$ cat src/design/sysclk_pkg.sv
// Purpose: Shared constants and types for the system clock and power-mode
//          controller.
// Assumes: APB with 32-bit data, one aligned word per register.
// Notes:   Register offsets are byte addresses.
package sysclk_pkg;

  // Register byte offsets
  localparam logic [7:0] SYSCLK_CTRL_OFS  = 8'h00;
  localparam logic [7:0] FAST_OSC_OFS     = 8'h04;
  localparam logic [7:0] PWR_STATUS_OFS   = 8'h08;
  localparam logic [7:0] WAKE_ENABLE_OFS  = 8'h0C;

  // System clock control fields
  localparam int SEL_MSB        = 7;
  localparam int SEL_LSB        = 5;
  localparam int FAST_KEEP_BIT  = 1;
  localparam int SLOW_KEEP_BIT  = 0;

  // Fast oscillator control fields
  localparam int FAST_STABLE_BIT = 1;
  localparam int FAST_EN_BIT     = 0;

  // Power status fields
  localparam int PDF_BIT      = 0;
  localparam int TIMEOUT_BIT  = 1;
  localparam int CAUSE_LSB    = 2;

  // Clock select code for the low-speed source
  localparam logic [2:0] SEL_LOW_SPEED = 3'h7;

  // Reset values
  localparam logic [2:0] SEL_RESET       = 3'h0;
  localparam logic       FAST_KEEP_RESET = 1'h0;
  localparam logic       SLOW_KEEP_RESET = 1'h0;
  localparam logic       FAST_EN_RESET   = 1'h1;

  // Power state of the core
  typedef enum logic [2:0] {
    ST_RUN,
    ST_SLEEP,
    ST_HALT_SLOW_CLOCK_ON,
    ST_HALT_BOTH_CLOCKS_ON,
    ST_HALT_FAST_CLOCK_ON,
    ST_WAKE
  } power_state_t;

  // Cause of the last wake-up
  typedef struct packed {
    logic wdt;
    logic irq;
    logic pin;
  } wake_cause_t;

  // Oscillator run requests
  typedef struct packed {
    logic fast;
    logic slow;
  } osc_run_t;

endpackage

$ cat src/design/sysclk_power_mode_ctrl.sv
// Purpose: System clock selection, halt power modes and wake-up control.
// Assumes: Core pulses HALT and CLR_WDT for one CLK cycle; oscillator ready
//          lines and port pins are asynchronous and are synchronised here.
// Notes:   Registers reached over APB with zero wait states.
// Behaviour
// - Select field picks divided fast or low-speed clock
// - Unimplemented control bits read as zero
// - Fast-keep bit keeps fast oscillator during halt
// - Slow-keep bit keeps slow oscillator during halt
// - Fast oscillator enable bit, read-write
// - Stable flag cleared on enable, set when stable
// - Halt chooses sleep or idle; CPU clock stops
// - Both keep bits low enters sleep
// - Fast-keep low, slow-keep high: slow clock idle
// - Both keep bits high: both clocks idle
// - Fast-keep high, slow-keep low: fast clock idle
// - Entry sets power-down flag, clears timeout flag
// - State and registers held while halted
// - Halt clears watchdog; runs only if enabled
// - Code 111 switches to slow once stable
// - Back to fast via codes 000-110; poll flag
// - Wake on pin edge, interrupt, watchdog overflow
// - Power-down flag cleared only by reset, clear-watchdog
// - Watchdog wake sets timeout, resets PC and SP
// - Pin wake resumes after the halt
// - Blocked interrupt wake resumes after halt, stays pending
// - Serviceable interrupt wake takes interrupt at once
// - Already pending interrupt cannot cause wake
// - Sleep keeps slow oscillator only for watchdog
// - In slow mode fast oscillator follows enable
`timescale 1ns/1ps
`default_nettype none
module sysclk_power_mode_ctrl
  import sysclk_pkg::*;
#(
  parameter int NPINS = 14,
  parameter int NIRQ  = 8
) (
  // Clock and reset
  input  wire logic              CLK,
  input  wire logic              RST_B,
  // APB slave
  input  wire logic              PSEL,
  input  wire logic              PENABLE,
  input  wire logic              PWRITE,
  input  wire logic [7:0]        PADDR,
  input  wire logic [31:0]       PWDATA,
  output logic [31:0]            PRDATA,
  output logic                   PREADY,
  output logic                   PSLVERR,
  // Core requests
  input  wire logic              HALT,
  input  wire logic              CLR_WDT,
  input  wire logic [NIRQ-1:0]   IRQ_FLAGS,
  input  wire logic [NIRQ-1:0]   IRQ_ENABLES,
  input  wire logic              STACK_FULL,
  // Watchdog side
  input  wire logic              WDT_ENABLE,
  input  wire logic              WDT_OVERFLOW,
  output logic                   WDT_CLEAR,
  output logic                   WDT_RUN,
  // Port pins, asynchronous
  input  wire logic [NPINS-1:0]  PORT_PINS,
  // Oscillators, ready lines asynchronous
  input  wire logic              FAST_OSC_READY,
  input  wire logic              SLOW_OSC_READY,
  output logic                   FAST_OSC_RUN,
  output logic                   SLOW_OSC_RUN,
  // System clock control
  output logic                   CPU_CLK_EN,
  output logic [2:0]             SYSCLK_DIV_SEL,
  output logic                   SYSCLK_USE_SLOW,
  // Wake-up results to the core
  output logic                   RESUME_NEXT,
  output logic                   TAKE_IRQ,
  output logic                   RESET_PC_SP,
  output logic [2:0]             POWER_MODE
);

  // Control registers
  logic [2:0]        sysclk_select;        // Clock select field
  logic              fast_osc_halt_keep;   // Fast oscillator kept in halt
  logic              slow_osc_halt_keep;   // Slow oscillator kept in halt
  logic              fast_osc_enable;      // Fast oscillator enable
  logic              fast_osc_stable_flag; // Fast oscillator stable
  logic              power_down_flag;      // Set on halt entry
  logic              watchdog_timeout_flag;// Set on watchdog wake
  logic [NPINS-1:0]  port_wake_enable;     // Pin wake enables
  wake_cause_t       last_cause;           // Latest wake cause

  // Power state
  power_state_t      state;
  power_state_t      next_state;
  wake_cause_t       cause;                // Cause held through wake
  logic [NIRQ-1:0]   irq_masked;           // Requests pending at entry
  logic              use_slow;             // System clock on low speed

  // Synchronisers: first stages feed second stages only
  logic [NPINS-1:0]  pin_meta;
  logic [NPINS-1:0]  pin_sync;
  logic [NPINS-1:0]  pin_prev;
  logic              fast_rdy_meta;
  logic              fast_rdy_sync;
  logic              slow_rdy_meta;
  logic              slow_rdy_sync;
  logic              fast_run_prev;        // Detects oscillator restart

  // Synchronise pins and oscillator ready lines
  always_ff @(posedge CLK) begin
    if (!RST_B) begin
      pin_meta      <= '1;
      pin_sync      <= '1;
      pin_prev      <= '1;
      fast_rdy_meta <= 1'b0;
      fast_rdy_sync <= 1'b0;
      slow_rdy_meta <= 1'b0;
      slow_rdy_sync <= 1'b0;
    end else begin
      pin_meta      <= PORT_PINS;
      pin_sync      <= pin_meta;
      pin_prev      <= pin_sync;
      fast_rdy_meta <= FAST_OSC_READY;
      fast_rdy_sync <= fast_rdy_meta;
      slow_rdy_meta <= SLOW_OSC_READY;
      slow_rdy_sync <= slow_rdy_meta;
    end
  end

  // APB decode
  wire               setup     = PSEL && !PENABLE;
  wire               access    = PSEL && PENABLE;
  wire               hit_ctrl  = (PADDR == SYSCLK_CTRL_OFS);
  wire               hit_fast  = (PADDR == FAST_OSC_OFS);
  wire               hit_stat  = (PADDR == PWR_STATUS_OFS);
  wire               hit_wake  = (PADDR == WAKE_ENABLE_OFS);
  wire               mapped    = hit_ctrl || hit_fast || hit_stat ||
                                 hit_wake;
  wire               halted    = (state != ST_RUN);
  // Writes from software are dropped while the core is halted
  wire               wr_ok     = access && PWRITE && mapped && !halted;
  wire               wr_ctrl   = wr_ok && hit_ctrl;
  wire               wr_fast   = wr_ok && hit_fast;
  wire               wr_wake   = wr_ok && hit_wake;

  // Read mux; unimplemented bits are zero
  logic [31:0]       rd_value;
  always_comb begin
    rd_value = 32'h0;
    if (hit_ctrl) begin
      rd_value[SEL_MSB:SEL_LSB]  = sysclk_select;
      rd_value[FAST_KEEP_BIT]    = fast_osc_halt_keep;
      rd_value[SLOW_KEEP_BIT]    = slow_osc_halt_keep;
    end else if (hit_fast) begin
      rd_value[FAST_STABLE_BIT]  = fast_osc_stable_flag;
      rd_value[FAST_EN_BIT]      = fast_osc_enable;
    end else if (hit_stat) begin
      rd_value[PDF_BIT]          = power_down_flag;
      rd_value[TIMEOUT_BIT]      = watchdog_timeout_flag;
      rd_value[CAUSE_LSB+2:CAUSE_LSB] = last_cause;
    end else if (hit_wake) begin
      rd_value[NPINS-1:0]        = port_wake_enable;
    end
  end

  // Read data and error captured in the setup cycle
  always_ff @(posedge CLK) begin
    if (!RST_B) begin
      PRDATA  <= 32'h0;
      PSLVERR <= 1'b0;
    end else if (setup) begin
      PRDATA  <= rd_value;
      PSLVERR <= !mapped;
    end
  end

  // Zero wait states
  assign PREADY = 1'b1;

  // Control register writes
  always_ff @(posedge CLK) begin
    if (!RST_B) begin
      sysclk_select      <= SEL_RESET;
      fast_osc_halt_keep <= FAST_KEEP_RESET;
      slow_osc_halt_keep <= SLOW_KEEP_RESET;
      fast_osc_enable    <= FAST_EN_RESET;
      port_wake_enable   <= '0;
    end else begin
      if (wr_ctrl) begin
        sysclk_select      <= PWDATA[SEL_MSB:SEL_LSB];
        fast_osc_halt_keep <= PWDATA[FAST_KEEP_BIT];
        slow_osc_halt_keep <= PWDATA[SLOW_KEEP_BIT];
      end
      if (wr_fast) begin
        fast_osc_enable    <= PWDATA[FAST_EN_BIT];
      end
      if (wr_wake) begin
        port_wake_enable   <= PWDATA[NPINS-1:0];
      end
    end
  end

  // Oscillator run requests per state
  osc_run_t          osc_run;
  always_comb begin
    osc_run.fast = 1'b0;
    osc_run.slow = 1'b1;
    case (state)
      ST_RUN: begin
        // Slow mode leaves the fast oscillator to its enable bit
        osc_run.fast = (sysclk_select != SEL_LOW_SPEED) ||
                       fast_osc_enable;
        osc_run.slow = 1'b1;
      end
      ST_SLEEP: begin
        osc_run.fast = 1'b0;
        osc_run.slow = WDT_ENABLE;
      end
      ST_HALT_SLOW_CLOCK_ON: begin
        osc_run.fast = 1'b0;
        osc_run.slow = 1'b1;
      end
      ST_HALT_BOTH_CLOCKS_ON: begin
        osc_run.fast = 1'b1;
        osc_run.slow = 1'b1;
      end
      ST_HALT_FAST_CLOCK_ON: begin
        osc_run.fast = 1'b1;
        osc_run.slow = 1'b0;
      end
      ST_WAKE: begin
        // Restart the source the system clock needs
        osc_run.fast = !use_slow || fast_osc_enable;
        osc_run.slow = 1'b1;
      end
      default: begin
        osc_run.fast = 1'b1;
        osc_run.slow = 1'b1;
      end
    endcase
  end

  // Stable flag: drops when the oscillator stops or restarts
  wire               fast_restart = osc_run.fast && !fast_run_prev;
  always_ff @(posedge CLK) begin
    if (!RST_B) begin
      fast_run_prev        <= 1'b0;
      fast_osc_stable_flag <= 1'b0;
    end else begin
      fast_run_prev <= osc_run.fast;
      if (!osc_run.fast || fast_restart) begin
        fast_osc_stable_flag <= 1'b0;
      end else if (fast_rdy_sync) begin
        fast_osc_stable_flag <= 1'b1;
      end
    end
  end

  // Clock source switch; slow only once its oscillator is stable
  always_ff @(posedge CLK) begin
    if (!RST_B) begin
      use_slow <= 1'b0;
    end else if (wr_ctrl &&
                 PWDATA[SEL_MSB:SEL_LSB] != SEL_LOW_SPEED) begin
      // Leaving slow acts at the write, no lagging slow cycle
      use_slow <= 1'b0;
    end else if (sysclk_select == SEL_LOW_SPEED) begin
      if (slow_rdy_sync) begin
        use_slow <= 1'b1;
      end
    end else begin
      // Software polls the stable flag before relying on speed
      use_slow <= 1'b0;
    end
  end

  // Wake events
  wire [NPINS-1:0]   pin_fall  = pin_prev & ~pin_sync;
  wire               pin_wake  = |(pin_fall & port_wake_enable);
  // Requests already raised at entry do not wake
  wire [NIRQ-1:0]    new_irq   = IRQ_FLAGS & ~irq_masked;
  wire               irq_wake  = |new_irq;
  wire               any_wake  = pin_wake || irq_wake ||
                                 WDT_OVERFLOW;
  wire               src_ready = use_slow ? slow_rdy_sync
                                          : fast_osc_stable_flag;
  wire               in_idle   = halted && (state != ST_WAKE);
  wire               release_cpu = (state == ST_WAKE) && src_ready;
  wire               irq_serviceable = |(new_irq & IRQ_ENABLES) &&
                                       !STACK_FULL;

  // Next power state
  always_comb begin
    next_state = state;
    case (state)
      ST_RUN: begin
        if (HALT) begin
          // Keep bits pick the halt state
          case ({fast_osc_halt_keep, slow_osc_halt_keep})
            2'b00:   next_state = ST_SLEEP;
            2'b01:   next_state = ST_HALT_SLOW_CLOCK_ON;
            2'b11:   next_state = ST_HALT_BOTH_CLOCKS_ON;
            default: next_state = ST_HALT_FAST_CLOCK_ON;
          endcase
        end
      end
      ST_WAKE: begin
        if (src_ready) begin
          next_state = ST_RUN;
        end
      end
      default: begin
        if (any_wake) begin
          next_state = ST_WAKE;
        end
      end
    endcase
  end

  // State, entry mask and wake cause
  always_ff @(posedge CLK) begin
    if (!RST_B) begin
      state      <= ST_RUN;
      irq_masked <= '0;
      cause      <= '0;
    end else begin
      state <= next_state;
      if (state == ST_RUN && HALT) begin
        irq_masked <= IRQ_FLAGS;
        cause      <= '0;
      end else if (in_idle && any_wake) begin
        cause.pin  <= pin_wake;
        cause.irq  <= irq_wake;
        cause.wdt  <= WDT_OVERFLOW;
      end
    end
  end

  // Status flags; only reset and clear-watchdog drop power-down
  always_ff @(posedge CLK) begin
    if (!RST_B) begin
      power_down_flag       <= 1'b0;
      watchdog_timeout_flag <= 1'b0;
      last_cause            <= '0;
    end else begin
      if (state == ST_RUN && HALT) begin
        power_down_flag       <= 1'b1;
        watchdog_timeout_flag <= 1'b0;
      end else if (in_idle && WDT_OVERFLOW) begin
        // Other flags keep their values
        watchdog_timeout_flag <= 1'b1;
      end else if (CLR_WDT && !halted) begin
        power_down_flag       <= 1'b0;
      end
      if (release_cpu) begin
        last_cause <= cause;
      end
    end
  end

  // Wake-up results pulse one cycle at release; watchdog clear pulses at halt entry
  always_ff @(posedge CLK) begin
    if (!RST_B) begin
      RESUME_NEXT <= 1'b0;
      TAKE_IRQ    <= 1'b0;
      RESET_PC_SP <= 1'b0;
      WDT_CLEAR   <= 1'b0;
    end else begin
      // Watchdog wake restarts at the reset vector
      RESET_PC_SP <= release_cpu && cause.wdt;
      // Serviceable interrupt is taken straight away
      TAKE_IRQ    <= release_cpu && !cause.wdt &&
                     cause.irq && irq_serviceable;
      // Pin wake or blocked interrupt continues after the halt
      RESUME_NEXT <= release_cpu && !cause.wdt &&
                     !(cause.irq && irq_serviceable);
      // Halt always clears the watchdog counter
      WDT_CLEAR   <= (state == ST_RUN) && HALT;
    end
  end

  // Outputs to clocks and core
  assign CPU_CLK_EN      = (state == ST_RUN);
  assign FAST_OSC_RUN    = osc_run.fast;
  assign SLOW_OSC_RUN    = osc_run.slow;
  assign SYSCLK_DIV_SEL  = sysclk_select;
  assign SYSCLK_USE_SLOW = use_slow;
  // Counter runs after a halt only if enabled
  assign WDT_RUN         = WDT_ENABLE;
  assign POWER_MODE      = state;

endmodule
`default_nettype wire

$ cat config.mk
export PLATFORM = sky130hd
export DESIGN_NAME = sysclk_power_mode_ctrl
export DESIGN_NICKNAME = d
export VERILOG_FILES = /design/src/design/sysclk_pkg.sv /design/src/design/sysclk_power_mode_ctrl.sv
export SDC_FILE = /design/constraint.sdc
export NUM_CORES = 1
export LEC_CHECK = 0
export BUFFER_PORTS_ARGS = -buffer_cell sky130_fd_sc_hd__clkbuf_2
export CAP_MARGIN = 20
export CELL_PAD_IN_SITES_DETAIL_PLACEMENT = 1
export CELL_PAD_IN_SITES_GLOBAL_PLACEMENT = 1
export CORE_MARGIN = 5
export CORE_UTILIZATION = 40
export CTS_BUF_LIST = sky130_fd_sc_hd__clkbuf_8
export CTS_CLUSTER_SIZE = 8
export DETAILED_ROUTE_END_ITERATION = 6
export GPL_TIMING_DRIVEN = 0
export MAX_ROUTING_LAYER = met4
export PLACE_DENSITY_LB_ADDON = 0.3
export SLEW_MARGIN = 40
export SYNTH_ARGS = -nofsm -noshare
export SYNTH_HDL_FRONTEND = slang
export SYNTH_SLANG_ARGS = --single-unit
export TNS_END_PERCENT = 50
$ cat constraint.sdc
create_clock -name CLK -period 2.6 [get_ports CLK]
set_clock_uncertainty 0.05 [all_clocks]
set_input_delay 0.13 -clock CLK [delete_from_list [all_inputs] [get_ports CLK]]
set_output_delay 0.13 -clock CLK [all_outputs]
set_load 0.01 [all_outputs]
==> results of run 1 <==
[worst paths after layout]
kind,startpoint,endpoint,depth (start not counted)
setup / recovery,IRQ_FLAGS[6],POWER_MODE[0]$_SDFFE_PN0P_,8
hold / removal,PWDATA[5],port_wake_enable[5]$_SDFFE_PN0P_,3
setup reg to reg,POWER_MODE[1]$_SDFFE_PN0P_,port_wake_enable[12]$_SDFFE_PN0P_,6
hold reg to reg,pin_meta[3]$_SDFF_PN1_,pin_sync[3]$_SDFF_PN1_,1
[cells by family after synthesis]
| family | Yosys count | synth area share, % |
|---|---|---|
| AND/OR/NAND/NOR | 177 | 24.77 |
| multiplexers | 30 | 7.713 |
| flip-flops | 107 | 50.79 |
| adder cells (fa/ha/maj) | 3 | 0.8900 |
| AO/OA/AOI/OAI | 53 | 8.781 |
| XOR/XNOR | 1 | 0.2077 |
| buffers and inverters | 51 | 6.675 |
| other | 2 | 0.1781 |
[power by group through the flow]
stage	Clock [µW]	Sequential (µW)	Combinational [µW]
final	1020	1710	309
after CTS	1040	1710	308
after floorplan	0	1740	164
after global routing	1100	1710	344
after global placement	0	1740	257
after detailed placement	0	1740	267
[timing repair]
| item | CTS | global route |
|---|---|---|
| endpoints found under the setup margin | 0 | 0 |
| resized for setup | 0 | 0 |
| hold buffers | 34 | 0 |
| hold endpoints to repair | 35 | 0 |
[final cells by class]
class	instances	area, µm²
sequential	107	2142
tap	136	170.2
inverter	12	45.04
clock inverter	7	77.57
buffer	39	236.5
clock buffer	9	123.9
multi-input combinational	283	1864
timing repair buffer	124	790.8
fill	1180	4873
[worst max-delay path, cell delays in order]
cell and delay (ps):
dlygate4sd3_1 530, clkbuf_2 110, nor2b_1 140, or4_1 520, nor4_1 400, and2b_1 260, nor3b_2 240, a221oi_1 110
[state kept, by name (all words and copies together) (netlist names), 3 cells and up]
| register | count |
|---|---|
| POWER_MODE | 3 |
| PRDATA | 14 |
| SYSCLK_DIV_SEL | 3 |
| cause | 3 |
| irq_masked | 8 |
| last_cause | 3 |
| pin_meta | 14 |
| pin_prev | 14 |
| pin_sync | 14 |
| port_wake_enable | 14 |
[cells in the final DEF, fill, tap and decap left out, drive strengths merged, types with 6 or more instances in the layout]
master / Yosys / final
clkbuf: 17 / 116
dfxtp: 107 / 107
nor2b: 44 / 44
nand2b: 40 / 40
dlygate4sd3: 0 / 34
nand2: 34 / 34
mux2i: 28 / 28
buf: 22 / 22
conb: 2 / 19
inv: 12 / 16
a22oi: 13 / 13
nor3: 10 / 10
a21oi: 10 / 10
nor2: 9 / 9
nand3b: 8 / 8
a21boi: 8 / 8
and2: 7 / 7
o21ai: 6 / 6
[per-stage QoR]
stage	std cells	util [%]	setup slack [ps]
after floorplan	441	-	710.1
after global placement	667	47.49	475.7
after detailed placement	667	47.55	470.4
after CTS	717	52.79	312.7
after global routing	717	52.79	220.8
final	717	52.79	328.1
[layer usage]
metal / vias up / part of all wire (%)
met5: - / 0
met4: 0 / 0.94
met3: 10 / 5.3
met2: 89 / 51
met1: 1621 / 43
li1: 1703 / -
==> results_dict.tcl, run 1 <==
set metrics [dict create \
    status "finished, final reports clean" \
    slew_headroom_pct 48.11 \
    numCtsBuffers 9 \
    htree_levels 3 \
    hp-class "input port to register" \
    slew_viol_final 0 \
    synth.area.top_cells "dfxtp_1 51%, mux2i_1 6.6%, nor2b_1 6.5%" \
    comb_power_share_pct 10.2 \
    dr.pass1.iters 4 \
    drc 0 \
    power.total_uw 3035 \
    hold_viol 0 \
    crit_path_end_kind "register" \
    clock_latency_ps 370 \
    drv_cap 0 \
    port_buffers 90 \
    seq_power_share_pct 56.2 \
    syn2layout_area_growth_pct 29.22 \
    ys.warnings.count 0 \
    io_pins 131 \
    leakagePower_uw 0.002288 \
    drtIter0Drc 105 \
    hpwl_um 8225 \
    worst_pin_slew_ps 771.9 \
    grt_pass1_vias 3744 \
    initial_core_util_pct 40.86 \
    seq_area_frac_synth_pct 50.79 \
    antenna_cells 0 \
    power_density_mw_per_mm2 556.9 \
    design.die.area_mm2 0.01270 \
    crit_type "input port to register" \
    ctsLongestPathBuffers 2 \
    cts_num_sinks 107 \
    via_per_inst 4.774 \
    via_count 3423 \
    worstPathMaxFanout 4 \
    synth.most_common_cell "dfxtp_1" \
    routed_wl_um 10860 \
    peakVddDrop_uv 376.8 \
    rrSetupSlack_ps 430 \
    drive_above_1_share_pct 24.27 \
    syn_avg_cell_area_um2 9.948 \
    synth_edf_count 0 \
    fin_crit_sh_pct 87.38 \
    met2_usage_pct 31.64 \
    grtUsageMet3_pct 4.205 \
    syn_area_mm2 0.004218 \
    required_ps 2770 \
    grt_use_met1_pct 21.02 \
    synth_common_cells "107 x dfxtp_1, 44 x nor2b_1, 40 x nand2b_1, 33 x nand2_1, 28 x mux2i_1" \
    whs_ps 6.716 \
    die_h_um 112.7 \
    overflow 0 \
    track_usage_pct 18.01 \
    wl_per_cell_um 15.15 \
    antenna_found_initial 0 \
    switching_share_pct 26.67 \
    final.min_clock_period_ps 2272 \
    grt_max_degree 22 \
    design_area_mm2 0.005450 \
    root_buffer "clkbuf_8" \
    clk_pin_slew_ps 110 \
    setup_viol 0 \
    worst_setup_path_start_kind "input port" \
    synth_seq_cells 107 \
    drtAntennaViolNets 0 \
    synthArstFlopShare_pct 0 \
    intPower_uw 2226 \
    syn_inst 424 \
    synth_area_leader_cell "dfxtp_1" \
    top_usage_layer "met2" \
    core-area_mm2 0.01032 \
    dieWidth_um 112.7 \
    fmax_ghz 0.4402 \
    synth_ff_type "dfxtp_1" \
    clockPowerShare_pct 33.6 \
    gp_congestion 0.8091 \
    post-cts-setup-buffers 0 \
    rows 37 \
    switchingPower_uw 809.6 \
    cts_tree "done" \
    ys_types 49 \
    rsz0062_at_grt "false" \
    worst_ep_arrival_time_ps 2440 \
    grt_pass1_wl_um 18060 \
    place_area_mm2 0.004908 \
    tns_ps 0 \
    nets 661 \
    yosysTopAreaCellShare_pct 50.79 \
]
No activity file was read; power rests on OpenSTA's default activity.
==> inputs of run 2 (changes only) <==
--- a/config.mk
+++ b/config.mk
@@ -5,12 +5,13 @@
 export SDC_FILE = /design/constraint.sdc
 export NUM_CORES = 1
 export LEC_CHECK = 0
+export ABC_AREA = 1
 export BUFFER_PORTS_ARGS = -buffer_cell sky130_fd_sc_hd__clkbuf_2
 export CAP_MARGIN = 20
 export CELL_PAD_IN_SITES_DETAIL_PLACEMENT = 1
 export CELL_PAD_IN_SITES_GLOBAL_PLACEMENT = 1
 export CORE_MARGIN = 5
-export CORE_UTILIZATION = 40
+export CORE_UTILIZATION = 38
 export CTS_BUF_LIST = sky130_fd_sc_hd__clkbuf_8
 export CTS_CLUSTER_SIZE = 8
 export DETAILED_ROUTE_END_ITERATION = 6
==> run 2 against run 1 <==
Effect of this change:
- power up 18%
- sequential share of layout area decreased by 0.49 points
- die area increased by 5.2%
- register-to-register slack gained 340 ps
- hold slack better by 11 ps
- synthesized cell count grew 29%
- critical endpoint is now FAST_OSC_RUN
==> results_dict.tcl, run 2 <==
set metrics [dict create \
    status "finished, final reports clean" \
    numCtsBuffers 9 \
    seq_area_frac_synth_pct 50.58 \
    peakVddDrop_uv 336.7 \
    rsz0062_at_grt "false" \
    hold_viol 0 \
    overflow 0 \
    slew_viol_final 0 \
    worst_ep_arrival_time_ps 1830 \
    antenna_cells 0 \
    ys_types 30 \
    dieWidth_um 115.6 \
    hpwl_um 8866 \
    wl_per_cell_um 13.91 \
    port_buffers 92 \
    place_area_mm2 0.004935 \
    htree_levels 3 \
    leakagePower_uw 0.002729 \
    hp-class "input port to register" \
    clock_latency_ps 380 \
    synthArstFlopShare_pct 0 \
    final.min_clock_period_ps 2007 \
    crit_buf_inv 2 \
    regArea_mm2 0.002142 \
    crit_path_end_kind "primary output" \
    whs_ps 17.58 \
    syn2layout_area_growth_pct 30.31 \
    rrSetupSlack_ps 770 \
    finalWorstSetupSlack_ps 593.3 \
    gp_congestion 0.8328 \
    syn_inst 549 \
    drtAntennaViolNets 0 \
    cts_tree "done" \
    cp_slowest_stage_delay_ps 390 \
    worst_setup_path_start_kind "register" \
    core-area_mm2 0.01089 \
    drtIter0Drc 114 \
    synth_area_leader_cell "dfxtp_1" \
    synth_ff_type "dfxtp_1" \
    utilization_pct 50.69 \
    dp_slack_ps 798.8 \
    initial_core_util_pct 38.90 \
    die_h_um 115.6 \
    crit_slowest_cell "dfxtp_1" \
    clk_pin_slew_ps 110 \
    via_per_inst 4.634 \
    synth.area.top_cells "dfxtp_1 51%, nand2_1 9.8%, inv_1 6.5%" \
    syn_area_mm2 0.004235 \
    crit_chain "inv_1 > nor2_2 > nand2_1 > nand2_1 > o21ai_0 > o21ai_0 > o21ai_0 > clkbuf_2" \
    syn_avg_cell_area_um2 7.715 \
    drive_above_1_share_pct 24.58 \
    layout_common_cells "111 x nand2_1, 107 x dfxtp_1, 92 x clkbuf_2" \
    antenna_found_initial 0 \
    setup_viol 0 \
    grt_pass1_wl_um 19200 \
    nets 792 \
    design_area_mm2 0.005519 \
    grt_max_degree 20 \
    track_usage_pct 18.80 \
    drc 0 \
    tns_ps 0 \
    root_buffer "clkbuf_8" \
    cts_num_sinks 107 \
    multi_input_area_mm2 0.001632 \
    synth_seq_cells 107 \
    path_delay_family "compound AO/OA/AOI/OAI gates" \
    final_common_cell "nand2_1" \
    fin_crit_sh_pct 77.18 \
    fillers 1403 \
    rows 38 \
    ctsLongestPathBuffers 2 \
    synth.most_common_cell "nand2_1" \
    synth_edf_count 0 \
    io_pins 131 \
    routed_wl_um 11850 \
    required_ps 2420 \
    critPathMostFrequentCell "o21ai_0" \
    via_count 3948 \
    cts_resized 0 \
    design.die.area_mm2 0.01336 \
    dr.pass1.iters 4 \
    worstPathMaxFanout 5 \
    worst_pin_slew_ps 587.3 \
    slew_headroom_pct 60.85 \
    synth_common_cells "111 x nand2_1, 107 x dfxtp_1, 73 x inv_1, 47 x nor2_1, 45 x nand3_1" \
    grt_pass1_vias 4058 \
    fmax_ghz 0.4983 \
    ys.warnings.count 0 \
    crit_type "register to primary output" \
    drv_cap 0 \
    yosysTopAreaCellShare_pct 50.58 \
    power_density_mw_per_mm2 649.7 \
]
run 2: changes by cell type after synthesis, moves of 23 or more:
cell / delta
nand2_1: +78
inv_1: +63
nor2b_1: -44
nand3_1: +42
nor2_1: +42
nand2b_1: -40
mux2i_1: -28
or2_2: +28
o21ai_0: +23
run 2: path summary, 6_finish.rpt:
check,start,endpoint,cells after the start
worst max-delay path,POWER_MODE[0]$_SDFFE_PN0P_,FAST_OSC_RUN,8
worst min-delay path,PWDATA[3],port_wake_enable[3]$_SDFFE_PN0P_,3
worst max register to register,POWER_MODE[2]$_SDFFE_PN0P_,irq_masked[2]$_SDFFE_PN0P_,7
worst min register to register,pin_meta[13]$_SDFF_PN1_,pin_sync[13]$_SDFF_PN1_,1
run 2: power breakdown:
group | internal, µW | leakage, µW | switching [µW]
sequential | 1750 | 0.000875 | 54.7
combinational | 279 | 0.00175 | 446
clock | 461 | 0.000103 | 600
run 2: area by class of cell:
| class | count | share of cell area [%] |
|---|---|---|
| inverters | 76 | 5.169 |
| clock buffers | 9 | 2.244 |
| well taps | 140 | 3.174 |
| flip-flops and latches | 107 | 38.81 |
| repair buffers | 130 | 15.23 |
| multi-input cells | 345 | 29.56 |
| clock inverters | 7 | 1.451 |
| plain buffers | 38 | 4.353 |
run 2: layer usage:
| metal | vias to the layer above | part of all wire (%) | track usage, % |
|---|---|---|---|
| met5 | - | 0 | - |
| met4 | 0 | 1.4 | 6.103 |
| met1 | 1863 | 42 | 22.10 |
| met2 | 74 | 51 | 33.18 |
| met3 | 15 | 4.9 | 2.507 |
| li1 | 1996 | - | - |
run 2: worst min-delay path: cells and delay by family:
| kind | cells | cell delay, ps |
|---|---|---|
| AO/OA/AOI/OAI | 2 | 180 |
| buffers and inverters | 1 | 90 |
run 2: cells by family (layout without fill, tap and decap cells):
kind of cell	count (synthesis)	count (layout)	share of synthesized area [%]
AOI/OAI and AO/OA	75	75	9.276
adders and majority gates	3	3	0.8864
buffers and inverters	114	260	12.41
DFF	107	107	50.58
other	2	19	0.1773
and+or+nand+nor	248	248	26.68
run 2: what timing repair did:
| item | 4_1_cts | 5_1_grt |
|---|---|---|
| setup endpoints to repair | 0 | 0 |
| setup buffers | 0 | 0 |
| hold endpoints to repair | 45 | 0 |
| hold buffers | 38 | 0 |
run 2: stage by stage:
step                total power, µW  instances
global route                   3788        852
CTS                            3614        852
floorplan                      2262        566
detailed placement             2517        798
global placement               2489        798
finish                         3586        852
==> inputs of run 3 (changes only) <==
==> constraint.sdc (replaced) <==
create_clock -name CLK -period 1.9 [get_ports CLK]
set_clock_uncertainty 0.05 [all_clocks]
set_input_delay 0.095 -clock CLK [delete_from_list [all_inputs] [get_ports CLK]]
set_output_delay 0.095 -clock CLK [all_outputs]
set_load 0.01 [all_outputs]
==> run 3 against run 2 <==
Effect of this change:
- sequential share of layout area shrank 0.32 points
- hold slack gained 5.6 ps
- clock-buffer cell count is the same
- cell count grew 0.35%
- critical path depth is the same
- design area grew 0.84%
- critical path type unchanged
- largest cell class unchanged
- highest routed layer unchanged
==> results_dict.tcl, run 3 (same netlist as run 2, synthesis figures left out) <==
set metrics [dict create \
    gp_congestion 0.8328 \
    worstPathMaxFanout 5 \
    critPathMostFrequentCell "o21ai_0" \
    setup_viol 0 \
    wl_per_cell_um 13.94 \
    hold_viol 0 \
    required_ps 1750 \
    placed_cells 798 \
    overflow 0 \
    root_buffer "clkbuf_8" \
    comb_power_share_pct 21.2 \
    nets 795 \
    drv_cap 0 \
    initial_core_util_pct 38.90 \
    power_density_mw_per_mm2 894.7 \
    rows 38 \
    grt_pass1_wl_um 19210 \
    leakagePower_uw 0.002747 \
    clk_pin_slew_ps 100 \
    path_delay_family "flip-flops" \
    cts_tree "done" \
    layout_common_cells "108 x nand2_1, 107 x dfxtp_1, 93 x clkbuf_2" \
    clockPowerShare_pct 29.2 \
    hp-class "input port to register" \
    fin_crit_sh_pct 97.04 \
    peakVddDrop_uv 473.9 \
    crit_buf_inv 2 \
    htree_levels 3 \
    design.die.area_mm2 0.01336 \
    crit_slowest_cell "dfxtp_1" \
    whs_ps 23.15 \
    dr.pass1.iters 4 \
    crit_type "register to primary output" \
    final_common_cell "nand2_1" \
    grt_pass1_vias 4061 \
    design_area_mm2 0.005565 \
    cp_slowest_stage_delay_ps 390 \
    timing.rr.start "POWER_MODE[2]$_SDFFE_PN0P_" \
    worst_ep_arrival_time_ps 1700 \
    switching_share_pct 30.92 \
    final.min_clock_period_ps 1844 \
    status "finished, final reports clean" \
    drtAntennaViolNets 0 \
    die_h_um 115.6 \
    via_count 3972 \
    fmax_ghz 0.5424 \
    ctsLongestPathBuffers 2 \
    numCtsBuffers 9 \
    intPower_uw 3440 \
    crit_chain "inv_1 > nor2_4 > nand2_2 > nand2_1 > o21ai_0 > o21ai_0 > o21ai_1 > clkbuf_2" \
    worst_pin_slew_ps 562.4 \
    grt_max_degree 20 \
    startpoint "POWER_MODE[0]$_SDFFE_PN0P_" \
    antenna_found_initial 0 \
    seq_power_share_pct 49.6 \
    utilization_pct 51.11 \
    routed_wl_um 11920 \
    place_area_mm2 0.004935 \
    track_usage_pct 18.80 \
    drive_above_1_share_pct 25.17 \
    slew_headroom_pct 62.51 \
    drc 0 \
    cts_num_sinks 107 \
    port_buffers 92 \
    worstHoldStart "PWDATA[2]" \
    crit_path_end_kind "primary output" \
    io_pins 131 \
    switchingPower_uw 1540 \
    slew_viol_final 0 \
    worst_setup_path_start_kind "register" \
    syn2layout_area_growth_pct 31.40 \
    fin_cells 855 \
    drtIter0Drc 116 \
    rsz0062_at_grt "true" \
    clock_latency_ps 380 \
    hpwl_um 8866 \
    antenna_cells 0 \
    core-area_mm2 0.01089 \
    dieWidth_um 115.6 \
    via_per_inst 4.646 \
]
run 3: cell count changes in the layout (fill, tap and decap cells not counted), sizes merged:
cell and change:
dlygate4sd3 +2, buf +1
run 3: final timing paths:
check                                       to  cells past startpoint  slack [ps]
max reg2reg  port_wake_enable[13]$_SDFFE_PN0P_                      7         160
min           port_wake_enable[2]$_SDFFE_PN0P_                      3          20
min reg2reg            pin_sync[13]$_SDFF_PN1_                      1         370
max                               FAST_OSC_RUN                      8          60
run 3: worst register-to-register path, stage by stage (launching register included):
cell and delay, ps:
dfxtp_1 370, nor2_1 230, nand2_2 130, nor2_1 280, nand2_2 140, buf_2 210
o21ai_1 170, nor2_1 60
run 3: power groups by stage:
stage          logic (µW)  clock network, µW  registers [µW]
3_5_place_dp          928                  0            2520
2_1_floorplan         587                  0            2510
3_3_place_gp          897                  0            2510
4_1_cts              1030               1480            2470
6_report             1060               1450            2470
5_1_grt              1200               1570            2490
run 3: layer usage:
metal  GRT usage [%]  up-vias  part of all wire (%)
met5               -        -                     0
met4           6.182        0                   1.7
met3           2.715       18                   4.8
met2           33.14       75                    52
met1           21.96     1873                    42
li1                -     2006                     -
run 3: metrics by stage:
stage                     power, µW  TNS [ps]  setup WS, ps
after floorplan                3095         0         480.0
after global placement         3407         0         133.2
after detailed placement       3444         0         98.81
after CTS                      4983         0         12.89
after global routing           5255    -35.61        -35.61
final                          4980         0         56.17
run 3: what timing repair did:
action                                 CTS  global route
setup endpoints to repair                1            15
hold buffers                            40             0
endpoints found under the hold margin   47             0
resized for setup                        2             6
buffers inserted                         1             0
run 3: layout make-up:
class                   instances  area [µm²]
well taps                     140       175.2
inverters                      76       285.3
repair buffers                133       868.3
clock buffers                   9       123.9
plain buffers                  38       241.5
multi-input cells             345        1649
clock inverters                 7       80.08
flip-flops and latches        107        2142
fillers                      1407        5323
